--- src/rtl/asr_pkg.sv ---
/*
 Constants for the asynchronous serial transmitter and receiver:
 register offsets, field positions, reset values and bit timing.
 Assumes a register port with a 3-bit word address.
*/
package asr_pkg;
	// ------------------------------------------------------------
	// Register offsets
	// ------------------------------------------------------------
	localparam logic [2:0] OFS_TX_STATUS = 3'h0; // transmit_status_control
	localparam logic [2:0] OFS_RX_STATUS = 3'h1; // receive_status_control
	localparam logic [2:0] OFS_BAUD_CTRL = 3'h2; // baud_control
	localparam logic [2:0] OFS_DIV_LO = 3'h3; // baud_divisor_low
	localparam logic [2:0] OFS_DIV_HI = 3'h4; // baud_divisor_high
	localparam logic [2:0] OFS_TX_DATA = 3'h5; // transmit_data
	localparam logic [2:0] OFS_RX_DATA = 3'h6; // receive data, read pops
	localparam logic [2:0] OFS_IRQ_CTRL = 3'h7; // flags and enables

	// ------------------------------------------------------------
	// Field positions
	// ------------------------------------------------------------
	localparam int TXS_NINE = 6; // nine_bit_tx_select
	localparam int TXS_EN = 5; // transmit_enable
	localparam int TXS_SYNC = 4; // synchronous select
	localparam int TXS_HSPD = 2; // high_speed_baud_select
	localparam int TXS_EMPTY = 1; // shift_empty, read-only
	localparam int TXS_NINTH = 0; // tx_ninth_bit
	localparam int RXS_PEN = 7; // port_enable
	localparam int RXS_NINE = 6; // nine_bit_rx_select
	localparam int RXS_CONTINUOUS_RECEIVE_ENABLE = 4; // continuous_receive_enable
	localparam int RXS_ADDR = 3; // address_detect_enable
	localparam int RXS_FRAMING_ERROR = 2; // framing_error, read-only
	localparam int RXS_OVERRUN_ERROR = 1; // overrun_error, read-only
	localparam int RXS_NINTH = 0; // received ninth bit, read-only
	localparam int BDC_INV = 4; // tx_polarity_invert
	localparam int BDC_WIDE = 3; // wide_divisor_select
	localparam int IRQ_TXF = 0; // tx_empty_flag, read-only
	localparam int IRQ_RXF = 1; // rx_ready_flag, read-only
	localparam int IRQ_TXIE = 2; // tx_empty_irq_enable
	localparam int IRQ_RXIE = 3; // receive irq enable
	localparam int IRQ_PEIE = 4; // peripheral_irq_enable
	localparam int IRQ_GIE = 5; // global_irq_enable

	// ------------------------------------------------------------
	// Writable masks and reset values
	// ------------------------------------------------------------
	localparam logic [7:0] TXS_WMASK = 8'h75;
	localparam logic [7:0] RXS_WMASK = 8'hd8;
	localparam logic [7:0] BDC_WMASK = 8'h18;
	localparam logic [7:0] IRQ_WMASK = 8'h3c;
	localparam logic [7:0] CTRL_RESET = 8'h00;
	localparam logic [7:0] DIV_RESET = 8'h00;

	// ------------------------------------------------------------
	// Bit timing in sampling ticks, frame lengths in bits
	// ------------------------------------------------------------
	localparam logic [3:0] TICK_LAST = 4'hf; // 16 ticks per bit
	localparam logic [3:0] TICK_HALF = 4'h7; // centre of start bit
	localparam logic [3:0] TICK_VOTE1 = 4'hd; // first vote
	localparam logic [3:0] TICK_VOTE2 = 4'he; // second vote
	localparam logic [3:0] FRAME_8 = 4'ha; // start, 8 data, stop
	localparam logic [3:0] FRAME_9 = 4'hb; // start, 9 data, stop

	// Receiver states
	typedef enum logic [3:0] {
		RX_IDLE = 4'b0001,
		RX_START = 4'b0010,
		RX_DATA = 4'b0100,
		RX_STOP = 4'b1000
	} asr_rx_state_t;
endpackage

--- src/rtl/asr_top.sv ---
/*
 Asynchronous serial transmitter and receiver with a baud generator,
 one-character transmit holding register and two-character receive FIFO.
 Assumes one 25 MHz clock, a register port with read data one cycle
 after the read strobe, and an unsynchronised receive pin.
*/
// Decided for this implementation: the placing of the registers and the address-and-strobe port.
`timescale 1ns/1ns
`default_nettype none

// Function
// RULE1: shift_empty set idle, cleared on load, read-only
// RULE2: shift_empty clear until frame done, no irq
// RULE3: nine-bit select sends ninth bit as MSB
// RULE4: host writes ninth bit before data byte
// RULE5: all nine bits loaded right after write
// RULE6: ninth bit set marks byte as address
// RULE7: host sets divisor and enables before transmit
// RULE8: polarity invert flips idle and data levels
// RULE9: transmit enable sets tx_empty_flag at once
// RULE10: enabled tx_empty_flag raises interrupt at once
// RULE11: writing transmit data starts a character
// RULE12: receiver runs only when enabled and asynchronous
// RULE13: sample at sixteen times baud rate
// RULE14: finished character goes into two-entry FIFO
// RULE15: reception starts on falling receive edge
// RULE16: half-bit recheck, abort silently if high
// RULE17: full bit to each centre, majority vote
// RULE18: stop bit zero sets framing error
// RULE19: push character and flag after stop bit
// RULE20: reading receive data pops oldest character
// RULE21: overrun blocks reception until cleared
// RULE22: third character on full FIFO sets overrun
// RULE23: framing_error shows oldest character's error
// RULE24: tx_empty_flag set when enabled and holding empty
// RULE25: least significant bit first both ways
// RULE26: one baud count drives transmit and receive
module asr_top
	import asr_pkg::*;
(
	input wire logic clock, // 25 MHz system clock
	input wire logic reset_n, // Asynchronous reset
	input wire logic [2:0] addr, // Register index
	input wire logic [7:0] wdata, // Write data
	input wire logic wr_stb, // Write strobe
	input wire logic rd_stb, // Read strobe
	output logic [7:0] rdata, // Read data, cycle after strobe
	input wire logic receive_pin, // Serial input
	output logic transmit_pin, // Serial output level
	output logic transmit_pin_oe, // Transmit pin driven
	output logic irq_request // Interrupt to the core
);

	// ------------------------------------------------------------
	// Registers
	// ------------------------------------------------------------
	logic [7:0] tx_status_r; // transmit_status_control
	logic [7:0] rx_status_r; // receive_status_control
	logic [7:0] baud_ctrl_r; // baud_control
	logic [7:0] div_lo_r; // baud_divisor_low
	logic [7:0] div_hi_r; // baud_divisor_high
	logic [7:0] irq_ctrl_r; // interrupt enables
	logic [7:0] rdata_r; // registered read data
	logic wr_txdata; // transmit data written
	logic rd_rxdata; // receive data read
	logic port_en; // port_enable
	logic tx_on; // transmitter running
	logic rx_on; // receiver running

	assign wr_txdata = wr_stb && (addr == OFS_TX_DATA);
	assign rd_rxdata = rd_stb && (addr == OFS_RX_DATA);
	assign port_en = rx_status_r[RXS_PEN];
	assign tx_on = tx_status_r[TXS_EN] && !tx_status_r[TXS_SYNC] && port_en;

	// Control register writes, only writable bits stored
	always_ff @(posedge clock or negedge reset_n) begin
		if (!reset_n) begin
			tx_status_r <= CTRL_RESET;
			rx_status_r <= CTRL_RESET;
			baud_ctrl_r <= CTRL_RESET;
			div_lo_r <= DIV_RESET;
			div_hi_r <= DIV_RESET;
			irq_ctrl_r <= CTRL_RESET;
		end else if (wr_stb) begin
			unique case (addr)
				OFS_TX_STATUS: tx_status_r <= wdata & TXS_WMASK;
				OFS_RX_STATUS: rx_status_r <= wdata & RXS_WMASK;
				OFS_BAUD_CTRL: baud_ctrl_r <= wdata & BDC_WMASK;
				OFS_DIV_LO: div_lo_r <= wdata;
				OFS_DIV_HI: div_hi_r <= wdata;
				OFS_IRQ_CTRL: irq_ctrl_r <= wdata & IRQ_WMASK;
				default: ; // Data registers handled elsewhere
			endcase
		end
	end

	// ------------------------------------------------------------
	// Baud generator
	// ------------------------------------------------------------
	logic [17:0] baud_cnt_r; // Cycle counter
	logic [17:0] baud_limit; // Cycles per tick minus one
	logic tick; // Sixteen-times-baud enable
	logic [15:0] divisor; // Effective divisor

	// Narrow mode uses only the low byte; slow mode adds divide by 4 with the narrow divisor only
	assign divisor = baud_ctrl_r[BDC_WIDE] ? {div_hi_r, div_lo_r} : {8'h00, div_lo_r};
	assign baud_limit = (!tx_status_r[TXS_HSPD] && !baud_ctrl_r[BDC_WIDE]) ?
		{divisor, 2'b11} : {2'b00, divisor};
	assign tick = port_en && (baud_cnt_r >= baud_limit); // Passing the limit also ends a count

	// One count feeds both directions
	always_ff @(posedge clock or negedge reset_n) begin
		if (!reset_n) begin
			baud_cnt_r <= 18'h00000;
		end else if (!port_en || tick) begin
			baud_cnt_r <= 18'h00000; // RULE26
		end else begin
			baud_cnt_r <= baud_cnt_r + 18'h00001;
		end
	end

	// ------------------------------------------------------------
	// Transmitter
	// ------------------------------------------------------------
	logic [7:0] hold_data_r; // transmit_data_reg contents
	logic hold_full_r; // Character waiting
	logic [10:0] tx_shift_r; // transmit_shifter frame
	logic [3:0] tx_bits_r; // Bits left in frame
	logic [3:0] tx_ph_r; // Tick within bit
	logic tx_load; // Holding to shifter move
	logic tx_busy; // Shifter occupied
	logic tx_level_r; // Pin level before inversion
	logic tx_empty_flag; // Holding register empty
	logic shift_empty; // Shifter empty

	assign tx_busy = (tx_bits_r != 4'h0);
	assign shift_empty = !tx_busy; // RULE1
	assign tx_load = tx_on && hold_full_r && !tx_busy; // RULE5
	assign tx_empty_flag = tx_on && !hold_full_r; // RULE9 RULE24

	// Holding register, write fills, load empties
	always_ff @(posedge clock or negedge reset_n) begin
		if (!reset_n) begin
			hold_data_r <= 8'h00;
			hold_full_r <= 1'b0;
		end else if (!port_en) begin
			hold_full_r <= 1'b0;
		end else if (wr_txdata) begin
			hold_data_r <= wdata; // RULE11
			hold_full_r <= 1'b1;
		end else if (tx_load) begin
			hold_full_r <= 1'b0;
		end
	end

	// Shifter: start, data LSB first, optional ninth, stop
	always_ff @(posedge clock or negedge reset_n) begin
		if (!reset_n) begin
			tx_shift_r <= 11'h7ff;
			tx_bits_r <= 4'h0;
			tx_ph_r <= 4'h0;
		end else if (!tx_on) begin
			tx_shift_r <= 11'h7ff;
			tx_bits_r <= 4'h0;
			tx_ph_r <= 4'h0;
		end else if (tx_load) begin
			// Ninth bit taken from the control register at load
			if (tx_status_r[TXS_NINE]) begin
				tx_shift_r <= {1'b1, tx_status_r[TXS_NINTH], hold_data_r, 1'b0}; // RULE3 RULE6
				tx_bits_r <= FRAME_9;
			end else begin
				tx_shift_r <= {2'b11, hold_data_r, 1'b0}; // RULE25
				tx_bits_r <= FRAME_8;
			end
			tx_ph_r <= 4'h0;
		end else if (tx_busy && tick) begin
			tx_ph_r <= tx_ph_r + 4'h1;
			if (tx_ph_r == TICK_LAST) begin
				tx_shift_r <= {1'b1, tx_shift_r[10:1]};
				tx_bits_r <= tx_bits_r - 4'h1; // RULE2
			end
		end
	end

	// Pin level registered, idles at mark
	always_ff @(posedge clock or negedge reset_n) begin
		if (!reset_n) begin
			tx_level_r <= 1'b1;
		end else begin
			tx_level_r <= tx_busy ? tx_shift_r[0] : 1'b1;
		end
	end

	assign transmit_pin = tx_level_r ^ baud_ctrl_r[BDC_INV]; // RULE8
	assign transmit_pin_oe = tx_on;

	// ------------------------------------------------------------
	// Receive pin synchroniser
	// ------------------------------------------------------------
	logic [2:0] rx_sync_r; // Three-stage chain
	logic rx_f_r; // Filtered line level
	logic rx_prev_r; // Previous filtered level

	always_ff @(posedge clock or negedge reset_n) begin
		if (!reset_n) begin
			rx_sync_r <= 3'b111;
			rx_f_r <= 1'b1;
			rx_prev_r <= 1'b1;
		end else begin
			rx_sync_r <= {rx_sync_r[1:0], receive_pin};
			if (rx_sync_r[1] == rx_sync_r[2]) begin
				rx_f_r <= rx_sync_r[2];
			end
			rx_prev_r <= rx_f_r;
		end
	end

	// ------------------------------------------------------------
	// Receiver
	// ------------------------------------------------------------
	asr_rx_state_t rx_st_r; // Receiver state
	logic [3:0] rx_ph_r; // Tick within bit
	logic [3:0] rx_cnt_r; // Data bits taken
	logic [8:0] rx_shift_r; // receive_shifter
	logic vote1_r; // First vote
	logic vote2_r; // Second vote
	logic majority; // Voted bit
	logic rx_push; // Character complete
	logic [9:0] rx_word; // Error, ninth, data
	logic overrun_r; // overrun_error
	logic [3:0] rx_last; // Index of last data bit

	assign majority = (vote1_r & vote2_r) | (vote1_r & rx_f_r) | (vote2_r & rx_f_r); // RULE17
	assign rx_on = rx_status_r[RXS_CONTINUOUS_RECEIVE_ENABLE] && !tx_status_r[TXS_SYNC] && port_en && !overrun_r; // RULE12 RULE21
	assign rx_last = rx_status_r[RXS_NINE] ? 4'h8 : 4'h7;
	assign rx_push = (rx_st_r == RX_STOP) && tick && (rx_ph_r == TICK_LAST); // RULE19
	assign rx_word = {!majority, // RULE18
		rx_status_r[RXS_NINE] ? rx_shift_r : {1'b0, rx_shift_r[8:1]}};

	// Votes taken on the two ticks before each data and stop bit centre
	always_ff @(posedge clock or negedge reset_n) begin
		if (!reset_n) begin
			vote1_r <= 1'b1;
			vote2_r <= 1'b1;
		end else if (tick) begin
			if (rx_ph_r == TICK_VOTE1) begin
				vote1_r <= rx_f_r;
			end
			if (rx_ph_r == TICK_VOTE2) begin
				vote2_r <= rx_f_r;
			end
		end
	end

	// Bit recovery state machine
	always_ff @(posedge clock or negedge reset_n) begin
		if (!reset_n) begin
			rx_st_r <= RX_IDLE;
			rx_ph_r <= 4'h0;
			rx_cnt_r <= 4'h0;
			rx_shift_r <= 9'h000;
		end else if (!rx_on) begin
			rx_st_r <= RX_IDLE;
			rx_ph_r <= 4'h0;
		end else begin
			unique case (rx_st_r)
				RX_IDLE: begin
					// Falling edge starts a character
					if (rx_prev_r && !rx_f_r) begin
						rx_st_r <= RX_START; // RULE15
						rx_ph_r <= 4'h0;
					end
				end
				RX_START: if (tick) begin
					rx_ph_r <= rx_ph_r + 4'h1; // RULE13
					if (rx_ph_r == TICK_HALF) begin
						// Glitch: back to edge search, no error
						rx_st_r <= rx_f_r ? RX_IDLE : RX_DATA; // RULE16
						rx_ph_r <= 4'h0;
						rx_cnt_r <= 4'h0;
					end
				end
				RX_DATA: if (tick) begin
					rx_ph_r <= rx_ph_r + 4'h1;
					if (rx_ph_r == TICK_LAST) begin
						rx_shift_r <= {majority, rx_shift_r[8:1]}; // RULE25
						rx_cnt_r <= rx_cnt_r + 4'h1;
						if (rx_cnt_r == rx_last) begin
							rx_st_r <= RX_STOP;
						end
					end
				end
				RX_STOP: if (tick) begin
					rx_ph_r <= rx_ph_r + 4'h1;
					if (rx_ph_r == TICK_LAST) begin
						rx_st_r <= RX_IDLE;
					end
				end
			endcase
		end
	end

	// ------------------------------------------------------------
	// Receive FIFO, two entries
	// ------------------------------------------------------------
	logic [9:0] fifo_mem_r [0:1]; // Error, ninth, data
	logic fifo_wp_r; // Write pointer
	logic fifo_rp_r; // Read pointer
	logic [1:0] fifo_cnt_r; // Occupancy
	logic fifo_pop; // Oldest removed
	logic fifo_keep; // Address filter pass
	logic fifo_wr; // Entry written
	logic fifo_over; // Third character lost

	assign fifo_pop = rd_rxdata && (fifo_cnt_r != 2'h0); // RULE20
	assign fifo_keep = !(rx_status_r[RXS_ADDR] && rx_status_r[RXS_NINE] && !rx_word[8]);
	assign fifo_over = rx_push && fifo_keep && (fifo_cnt_r == 2'h2) && !fifo_pop;
	assign fifo_wr = rx_push && fifo_keep && !fifo_over; // RULE14

	always_ff @(posedge clock) begin
		if (fifo_wr) begin
			fifo_mem_r[fifo_wp_r] <= rx_word;
		end
	end

	// Pointers and count; port disable flushes
	always_ff @(posedge clock or negedge reset_n) begin
		if (!reset_n) begin
			fifo_wp_r <= 1'b0;
			fifo_rp_r <= 1'b0;
			fifo_cnt_r <= 2'h0;
		end else if (!port_en) begin
			fifo_wp_r <= 1'b0;
			fifo_rp_r <= 1'b0;
			fifo_cnt_r <= 2'h0;
		end else begin
			if (fifo_wr) begin
				fifo_wp_r <= !fifo_wp_r;
			end
			if (fifo_pop) begin
				fifo_rp_r <= !fifo_rp_r;
			end
			fifo_cnt_r <= fifo_cnt_r + {1'b0, fifo_wr} - {1'b0, fifo_pop};
		end
	end

	// Overrun: set wins, cleared by continuous receive disable or port disable
	always_ff @(posedge clock or negedge reset_n) begin
		if (!reset_n) begin
			overrun_r <= 1'b0;
		end else if (fifo_over) begin
			overrun_r <= 1'b1; // RULE22
		end else if (!rx_status_r[RXS_CONTINUOUS_RECEIVE_ENABLE] || !port_en) begin
			overrun_r <= 1'b0;
		end
	end

	// ------------------------------------------------------------
	// Status, interrupt and read data
	// ------------------------------------------------------------
	logic [9:0] fifo_top; // Oldest entry or zero
	logic rx_ready_flag; // Unread character present

	assign fifo_top = (fifo_cnt_r != 2'h0) ? fifo_mem_r[fifo_rp_r] : 10'h000; // RULE23
	assign rx_ready_flag = fifo_cnt_r != 2'h0;
	assign irq_request = irq_ctrl_r[IRQ_GIE] && irq_ctrl_r[IRQ_PEIE] &&
		((tx_empty_flag && irq_ctrl_r[IRQ_TXIE]) || (rx_ready_flag && irq_ctrl_r[IRQ_RXIE])); // RULE10

	// Read data stands only in the cycle after the strobe
	always_ff @(posedge clock or negedge reset_n) begin
		if (!reset_n) begin
			rdata_r <= 8'h00;
		end else if (rd_stb) begin
			unique case (addr)
				OFS_TX_STATUS: rdata_r <= tx_status_r | {6'h00, shift_empty, 1'b0}; // RULE1
				OFS_RX_STATUS: rdata_r <= rx_status_r | {5'h00, fifo_top[9], overrun_r, fifo_top[8]};
				OFS_BAUD_CTRL: rdata_r <= baud_ctrl_r;
				OFS_DIV_LO: rdata_r <= div_lo_r;
				OFS_DIV_HI: rdata_r <= div_hi_r;
				OFS_TX_DATA: rdata_r <= hold_data_r;
				OFS_RX_DATA: rdata_r <= fifo_top[7:0];
				OFS_IRQ_CTRL: rdata_r <= irq_ctrl_r | {6'h00, rx_ready_flag, tx_empty_flag};
			endcase
		end else begin
			rdata_r <= 8'h00;
		end
	end

	assign rdata = rdata_r;
endmodule

`default_nettype wire

--- config.mk ---
export PLATFORM = sky130hd
export DESIGN_NAME = asr_top
export DESIGN_NICKNAME = d
export VERILOG_FILES = /design/src/rtl/asr_pkg.sv /design/src/rtl/asr_top.sv
export SDC_FILE = /design/constraint.sdc
export NUM_CORES = 1
export LEC_CHECK = 0
export BUFFER_PORTS_ARGS = -buffer_cell sky130_fd_sc_hd__buf_2
export CORE_MARGIN = 2
export CORE_UTILIZATION = 60
export CTS_CLUSTER_SIZE = 28
export DETAILED_ROUTE_END_ITERATION = 16
export GPL_ROUTABILITY_DRIVEN = 1
export PLACE_DENSITY = 0.77
export SETUP_SLACK_MARGIN = 0.2
export SLEW_MARGIN = 5
export SYNTH_ARGS = -nofsm -noshare
export SYNTH_HDL_FRONTEND = slang
export SYNTH_SLANG_ARGS = --single-unit
--- constraint.sdc ---
create_clock -name clock -period 8.3 [get_ports clock]
set_clock_uncertainty 0.05 [all_clocks]
set_input_delay 0.415 -clock clock [delete_from_list [all_inputs] [get_ports clock]]
set_output_delay 0.415 -clock clock [all_outputs]
set_load 0.01 [all_outputs]
==> results of run 1 <==
worst paths after layout:
kind / depth (start not counted) / slack [ns] / start / to
max reg2reg: 10 / 4.01 / baud_ctrl_r[3] / fifo_mem_r[0][2]
min reg2reg: 0 / 0.30 / rx_sync_r[0] / rx_sync_r[1]
max in group asynchronous: 3 / 6.34 / reset_n / rx_shift_r[1]
min in group asynchronous: 2 / 0.50 / reset_n / div_lo_r[0]
max: 10 / 4.01 / baud_ctrl_r[3] / fifo_mem_r[0][2]
min: 1 / 0.04 / receive_pin / rx_sync_r[0]
worst max-delay path, stage by stage, from the launching register on:
cell and delay, ns:
dfrtp_1 0.50, nor2_1 0.66, mux2i_1 0.19, ha_1 0.33, nand2_1 0.08, o21a_1 0.19
nor3_1 0.32, o2111ai_2 0.33, nand2_1 0.34, nand4_1 0.22, nor2_1 0.70
cells by family (layout without fill, tap and decap cells):
family	after synthesis	in the layout	synth area share
AO/OA/AOI/OAI	111	111	0.104
XOR/XNOR	23	23	0.0288
adder cells (fa/ha/maj)	28	28	0.0498
buffers and inverters	40	76	0.0228
flip-flops	138	138	0.512
multiplexers	89	89	0.141
other	1	2	0.000537
AND/OR/NAND/NOR	202	202	0.141
layer usage:
metal	routed length, um	global-route usage	vias to the layer above
li1	-	-	2321
met1	6700	0.356	2433
met2	7130	0.402	169
met3	906	0.0675	31
met4	306	0.0848	0
met5	0	0	-
sequential cells by signal (all words and copies together), names as in the netlist, 2 cells and up:
signal,flops
rx_sync_r,3
rx_status_r,4
tx_status_r,5
irq_ctrl_r,4
baud_ctrl_r,2
div_lo_r,8
baud_cnt_r,18
rx_cnt_r,4
rx_ph_r,4
fifo_cnt_r,2
rx_shift_r,9
hold_data_r,8
fifo_mem_r,20
rx_st_r,4
tx_shift_r,10
tx_ph_r,4
tx_bits_r,4
div_hi_r,8
rdata,8
cells in the final DEF, fill, tap and decap left out, types with 5 or more instances in the layout:
cell,synthesis,final
nand2_1,56,56
and2_1,8,8
xnor2_1,10,10
xor2_1,13,13
nor3_1,15,15
a211oi_1,6,6
a31oi_1,6,6
ha_1,27,27
inv_1,15,15
dfstp_2,19,19
nor2_1,52,52
buf_2,4,25
mux2i_1,24,24
mux2_2,64,64
o21ai_0,32,32
clkbuf_16,0,18
and3_1,10,10
clkbuf_1,16,9
dfrtp_1,99,99
a21oi_1,30,30
a21o_1,5,5
edfxtp_1,20,20
nand3_1,20,20
nand4_1,7,7
metrics by stage:
step                cells  hold slack [ns]
CTS                   812           0.0283
finish                812           0.0435
global placement      779            0.297
floorplan             633           0.0694
global route          812           0.0278
detailed placement    779            0.297
repair_timing:
item | 4_1_cts | 5_1_grt
hold buffers | 1 | 0
endpoints found under the hold margin | 36 | 0
endpoints found under the setup margin | 0 | 0
setup buffers | 0 | 0
report_power, final:
part / switching, W / internal, W / total (W)
sequential: 0.0000681 / 0.000747 / 0.000815
clock: 0.000261 / 0.000414 / 0.000675
combinational: 0.000120 / 0.000102 / 0.000222
total: 0.000449 / 0.00126 / 0.00171
area by class of cell:
type / instances / area, um^2 / area share
repair buffers: 28 / 150 / 0.0194
clock inverters: 3 / 15.0 / 0.00194
multi-input cells: 455 / 3250 / 0.420
flip-flops and latches: 138 / 3580 / 0.462
inverters: 16 / 60.1 / 0.00775
well taps: 143 / 179 / 0.0231
clock buffers: 29 / 512 / 0.0661
==> key figures, run 1 <==
Place
  • # port buffers: 26
  • GPL Wtd Cong: 0.958
  • Area post-placement: 7210 um^2
  • HPWL Detailed: 10,700 um
  • Dpl ws: 4.03 ns

STA
  • Setup TNS: 0 ns
  • RSZ-0062 raised after global routing: no
  • Slew Viols, Final: 0
  • Worst-Margin Slew: 0.936 ns
  • Final setup viols: 0
  • PnR worst setup slack: 4.01 ns
  • Final period utilization: 0.517
  • Headroom to the max-slew limit: 0.376
  • Clock period minus worst slack: 4.29 ns
  • Hold Fails Final Rpt: 0
  • Max Clk Rate: 233 MHz

Clocking
  • TritonCTS buffer count: 17
  • CTS tree: built
  • Worst-path clk slew: 0.05 ns
  • H-tree Lvls: 4
  • Resized cells post-CTS: 0
  • CTS sink cnt: 138
  • Clk_lat worst skew: 0.42 ns
  • CTS root buffer: clkbuf_16
  • CTS max path bufs: 2

Run
  • Maxcap violations: 0

Yosys
  • Number of synthesized flops with an enable pin: 20
  • Largest area contributor in the netlist: dfrtp_1
  • Post-synthesis sequential area ratio: 0.512
  • Post-synth top cells: 99 x dfrtp_1, 64 x mux2_2, 56 x nand2_1
  • Most common cell in the netlist: dfrtp_1
  • Post-Syn Area: 6980 um^2
  • Post-Syn Instances: 632
  • Ys Warns: 0
  • Synth Register Bits: 138
  • Top cells by area, synth: dfrtp_1 35%, mux2_2 10%, edfxtp_1 8.6%, dfstp_2 7.1%, ha_1 4.8%
  • Dominant synthesized flop cell: dfrtp_1
  • Synth unique cells: 63
  • Avg Synthesized Cell Area: 11.1 um^2
  • Fraction of registers with async set/reset: 0.855
  • Yosys top cell area share: 0.355

Die
  • Chip height: 112 um
  • Die footprint: 12,500 um^2
  • Die width: 112 um
  • Core area: 11,400 um^2
  • Initial Util: 0.614
  • IO Count: 27
  • # rows: 39

Worst setup path
  • Crit path max fanout: 12
  • WP data required: 8.29 ns
  • Startpoint Class: flop
  • Critical Path End Type: flop
  • Crit path kind: flop to flop
  • WP data arrival: 4.28 ns

Global route
  • Global-route wire length before repair: 25,100 um
  • GRT Resource Usage Total: 0.258
  • Grt total ovfl: 0
  • Number of global-route vias before repair: 4,902
  • Largest net degree at the start of global routing: 74
  • Initial antenna violation count: 0

Worst hold path
  • Hold WC Path Type: input port to flop

Run status
  • Outcome: finished, final reports clean

Drt
  • Pre-Repair DR Iteration Count: 5
  • 1st-iter DRT viols: 386
  • DR WL/cell: 18.5 um
  • Drt total wl: 15,000 um
  • # DRC: 0
  • Drt via density: 6.10
  • Total number of vias: 4,954
  • Remaining antenna violation count: 0

Cells and area
  • Ant. Diodes: 0
  • Layout net count: 699
  • Layout cells sized above 1: 0.218
  • Layout Utilization: 0.681
  • Fillers: 816
  • Fin area: 7740 um^2
  • Syn-to-layout area delta: 10.9%

Pwr
  • Lkg Pwr: 3.47 nW
  • PwrDens: 221 nW/um^2
  • Max VDD drop: 0.278 mV
  • Power, Total: 0.00171 W
(Power assumes the default switching activity.)
==> run 2, diff against run 1 <==
==> constraint.sdc (replaced) <==
create_clock -name clock -period 4.05 [get_ports clock]
set_clock_uncertainty 0.05 [all_clocks]
set_input_delay 0.2025 -clock clock [delete_from_list [all_inputs] [get_ports clock]]
set_output_delay 0.2025 -clock clock [all_outputs]
set_load 0.01 [all_outputs]
==> run 2 against run 1 <==
Effect of this change: clock-buffer cell count shrank 9; utilization grew 1.5 points; setup slack lost 3.5 ns; routed wire length grew 4.7%; register-to-register slack lost 3.5 ns; sequential power grew 100%; first-iteration DRC count grew 1.0%; hold slack gained 0.0043 ns; critical path type unchanged; critical endpoint is now tx_bits_r[2].
==> key figures, run 2 (same netlist as run 1, synthesis figures left out) <==
Cells and area
  • Layout cells sized above 1: 0.242 (was 0.218)
  • Ant. Diodes: 0 (unchanged)
  • Most frequent cells in the layout: 99 x dfrtp_1, 64 x mux2_2, 55 x nand2_1, 52 x nor2_1, 32 x o21ai_0 (was 99 x dfrtp_1, 64 x mux2_2, 56 x nand2_1, 52 x nor2_1, 32 x o21ai_0)
  • Layout net count: 709 (was 699)
  • Largest regs: fifo_mem_r (20), baud_cnt_r (18), tx_shift_r (10) (unchanged)
  • Commonest non-fill, non-tap cell in the layout: dfrtp_1 (unchanged)
  • Max FFs per register: 20 (unchanged)
  • Syn-to-layout area delta: 13.3% (was 10.9%)
  • Largest register by flop count: fifo_mem_r (unchanged)

Place
  • GPL Wtd Cong: 0.923 (was 0.958)
  • # port buffers: 26 (unchanged)
  • HPWL Detailed: 11,100 um (was 10,700 um)

STA
  • Slew Viols, Final: 0 (unchanged)
  • Final setup viols: 0 (unchanged)
  • Worst-Margin Slew: 0.783 ns (was 0.936 ns)
  • Clock period minus worst slack: 3.58 ns (was 4.29 ns)
  • Final period utilization: 0.884 (was 0.517)
  • Hold Fails Final Rpt: 0 (unchanged)
  • Setup TNS: 0 ns (unchanged)
  • Max Clk Rate: 279 MHz (was 233 MHz)
  • Headroom to the max-slew limit: 0.474 (was 0.376)
  • RSZ-0062 raised after global routing: yes (was no)

Die
  • Die footprint: 12,500 um^2 (unchanged)
  • # rows: 39 (unchanged)
  • Die width: 112 um (unchanged)
  • Core area: 11,400 um^2 (unchanged)
  • Initial Util: 0.614 (unchanged)
  • Chip height: 112 um (unchanged)
  • IO Count: 27 (unchanged)

Clocking
  • TritonCTS buffer count: 17 (unchanged)
  • CTS root buffer: clkbuf_16 (unchanged)
  • Clk_lat worst skew: 0.42 ns (about the same)
  • Worst-path clk slew: 0.06 ns (was 0.05 ns)
  • CTS tree: built (unchanged)
  • CTS max path bufs: 2 (unchanged)
  • CTS sink cnt: 138 (unchanged)
  • H-tree Lvls: 4 (unchanged)

Pwr
  • Lkg Pwr: 3.56 nW (was 3.47 nW)
  • Power, Total: 0.00372 W (was 0.00171 W)
  • Max VDD drop: 0.367 mV (was 0.278 mV)
  • PwrDens: 470 nW/um^2 (was 221 nW/um^2)

Global route
  • GRT Resource Usage Total: 0.266 (was 0.258)
  • Initial antenna violation count: 0 (unchanged)
  • Global-route wire length before repair: 25,800 um (was 25,100 um)
  • Largest net degree at the start of global routing: 47 (was 74)
  • Grt total ovfl: 0 (unchanged)
  • Number of global-route vias before repair: 5,123 (was 4,902)

Worst setup path
  • Worst path most repeated cell: buf_4
  • Startpoint Class: flop (unchanged)
  • Crit-path leading delay family: simple AND/OR/NAND/NOR gates (unchanged)
  • Crit path max fanout: 12 (unchanged)
  • Slowest CP cell: dfrtp_1 (was nor2_1)
  • Critical Path End Type: flop (unchanged)
  • Crit-path cells: nor2_1 > buf_4 > mux2i_1 > ha_1 > a21oi_1 > o21a_1 > nor3_1 > o2111ai_2 > buf_4 > a21oi_4 > nand3_1 > buf_4 > or4_1 > nand2_1 (was nor2_1 > mux2i_1 > ha_1 > nand2_1 > o21a_1 > nor3_1 > o2111ai_2 > nand2_1 > nand4_1 > nor2_1)
  • Crit path kind: flop to flop (unchanged)
  • WP data arrival: 3.89 ns (was 4.28 ns)
  • Worst Path Buf+Inv: 3 (was 0)
  • Max incr delay on CP: 0.50 ns (was 0.70 ns)
  • WP data required: 4.36 ns (was 8.29 ns)

Worst hold path
  • Hold WC Path Type: input port to flop (unchanged)

Drt
  • Routed length on met3: 905 um (was 906 um)
  • Met2 WL post-DR: 7470 um (was 7130 um)
  • Max layer used: met4 (unchanged)
  • Total number of vias: 5,019 (was 4,954)
  • Met1 WL: 6880 um (was 6700 um)
  • Remaining antenna violation count: 0 (unchanged)
  • 1st-iter DRT viols: 390 (was 386)
  • # DRC: 0 (unchanged)
  • Pre-Repair DR Iteration Count: 7 (was 5)
  • Drt via density: 6.11 (was 6.10)
  • DR WL/cell: 19.2 um (was 18.5 um)
  • Drt total wl: 15,700 um (was 15,000 um)

Run status
  • Outcome: finished, final reports clean (unchanged)

Run
  • Maxcap violations: 0 (unchanged)
## run 2: path summary, 6_finish.rpt
check	startpoint	cells after the start	to	slack, ns
setup / recovery	baud_ctrl_r[3]	14	tx_bits_r[2]	0.47
hold / removal	rd_stb	2	rdata[1]	0.05
setup reg to reg	baud_ctrl_r[3]	14	tx_bits_r[2]	0.47
hold reg to reg	rx_sync_r[0]	0	rx_sync_r[1]	0.30
max in group asynchronous	reset_n	3	rx_status_r[4]	2.75
min in group asynchronous	reset_n	2	baud_cnt_r[7]	0.23
## run 2: layout make-up
type	instances	area, um^2
Sequential cell	138	3580
Tap cell	143	179
Clock inverter	12	145
Multi-Input combinational cell	455	3250
Clock buffer	20	467
Inverter	16	60.1
Timing Repair Buffer	38	230
Fill cell	810	3460
## run 2: routing by layer
| layer | GRT usage | up-vias |
|---|---|---|
| met5 | 0 | - |
| met1 | 0.341 | 2474 |
| met3 | 0.0795 | 39 |
| met4 | 0.113 | 0 |
| li1 | - | 2345 |
| met2 | 0.425 | 161 |
## run 2: what timing repair did
| item | in CTS | in global routing |
|---|---|---|
| resized for setup | 0 | 1 |
| buffers inserted | 0 | 2 |
| hold endpoints to repair | 28 | 0 |
| hold buffers | 3 | 0 |
| endpoints found under the setup margin | 0 | 2 |
## run 2: report_power, final
part	switching, W	internal (W)	total, W
clock	0.000574	0.00101	0.00158
sequential	0.000142	0.00153	0.00167
combinational	0.000251	0.000214	0.000465
## run 2: per-stage QoR
step / std cells / worst slack [ns] / hold slack, ns / utilization / cell area, um^2
finish: 822 / 0.470 / 0.0478 / 0.696 / 7910
global route: 822 / 0.167 / 0.0449 / 0.696 / 7910
CTS: 820 / 0.322 / 0.0309 / 0.694 / 7900
detailed placement: 785 / 0.395 / 0.148 / 0.638 / 7250
global placement: 785 / 0.532 / 0.139 / 0.638 / 7250
floorplan: 633 / 0.647 / -0.143 / - / 6990
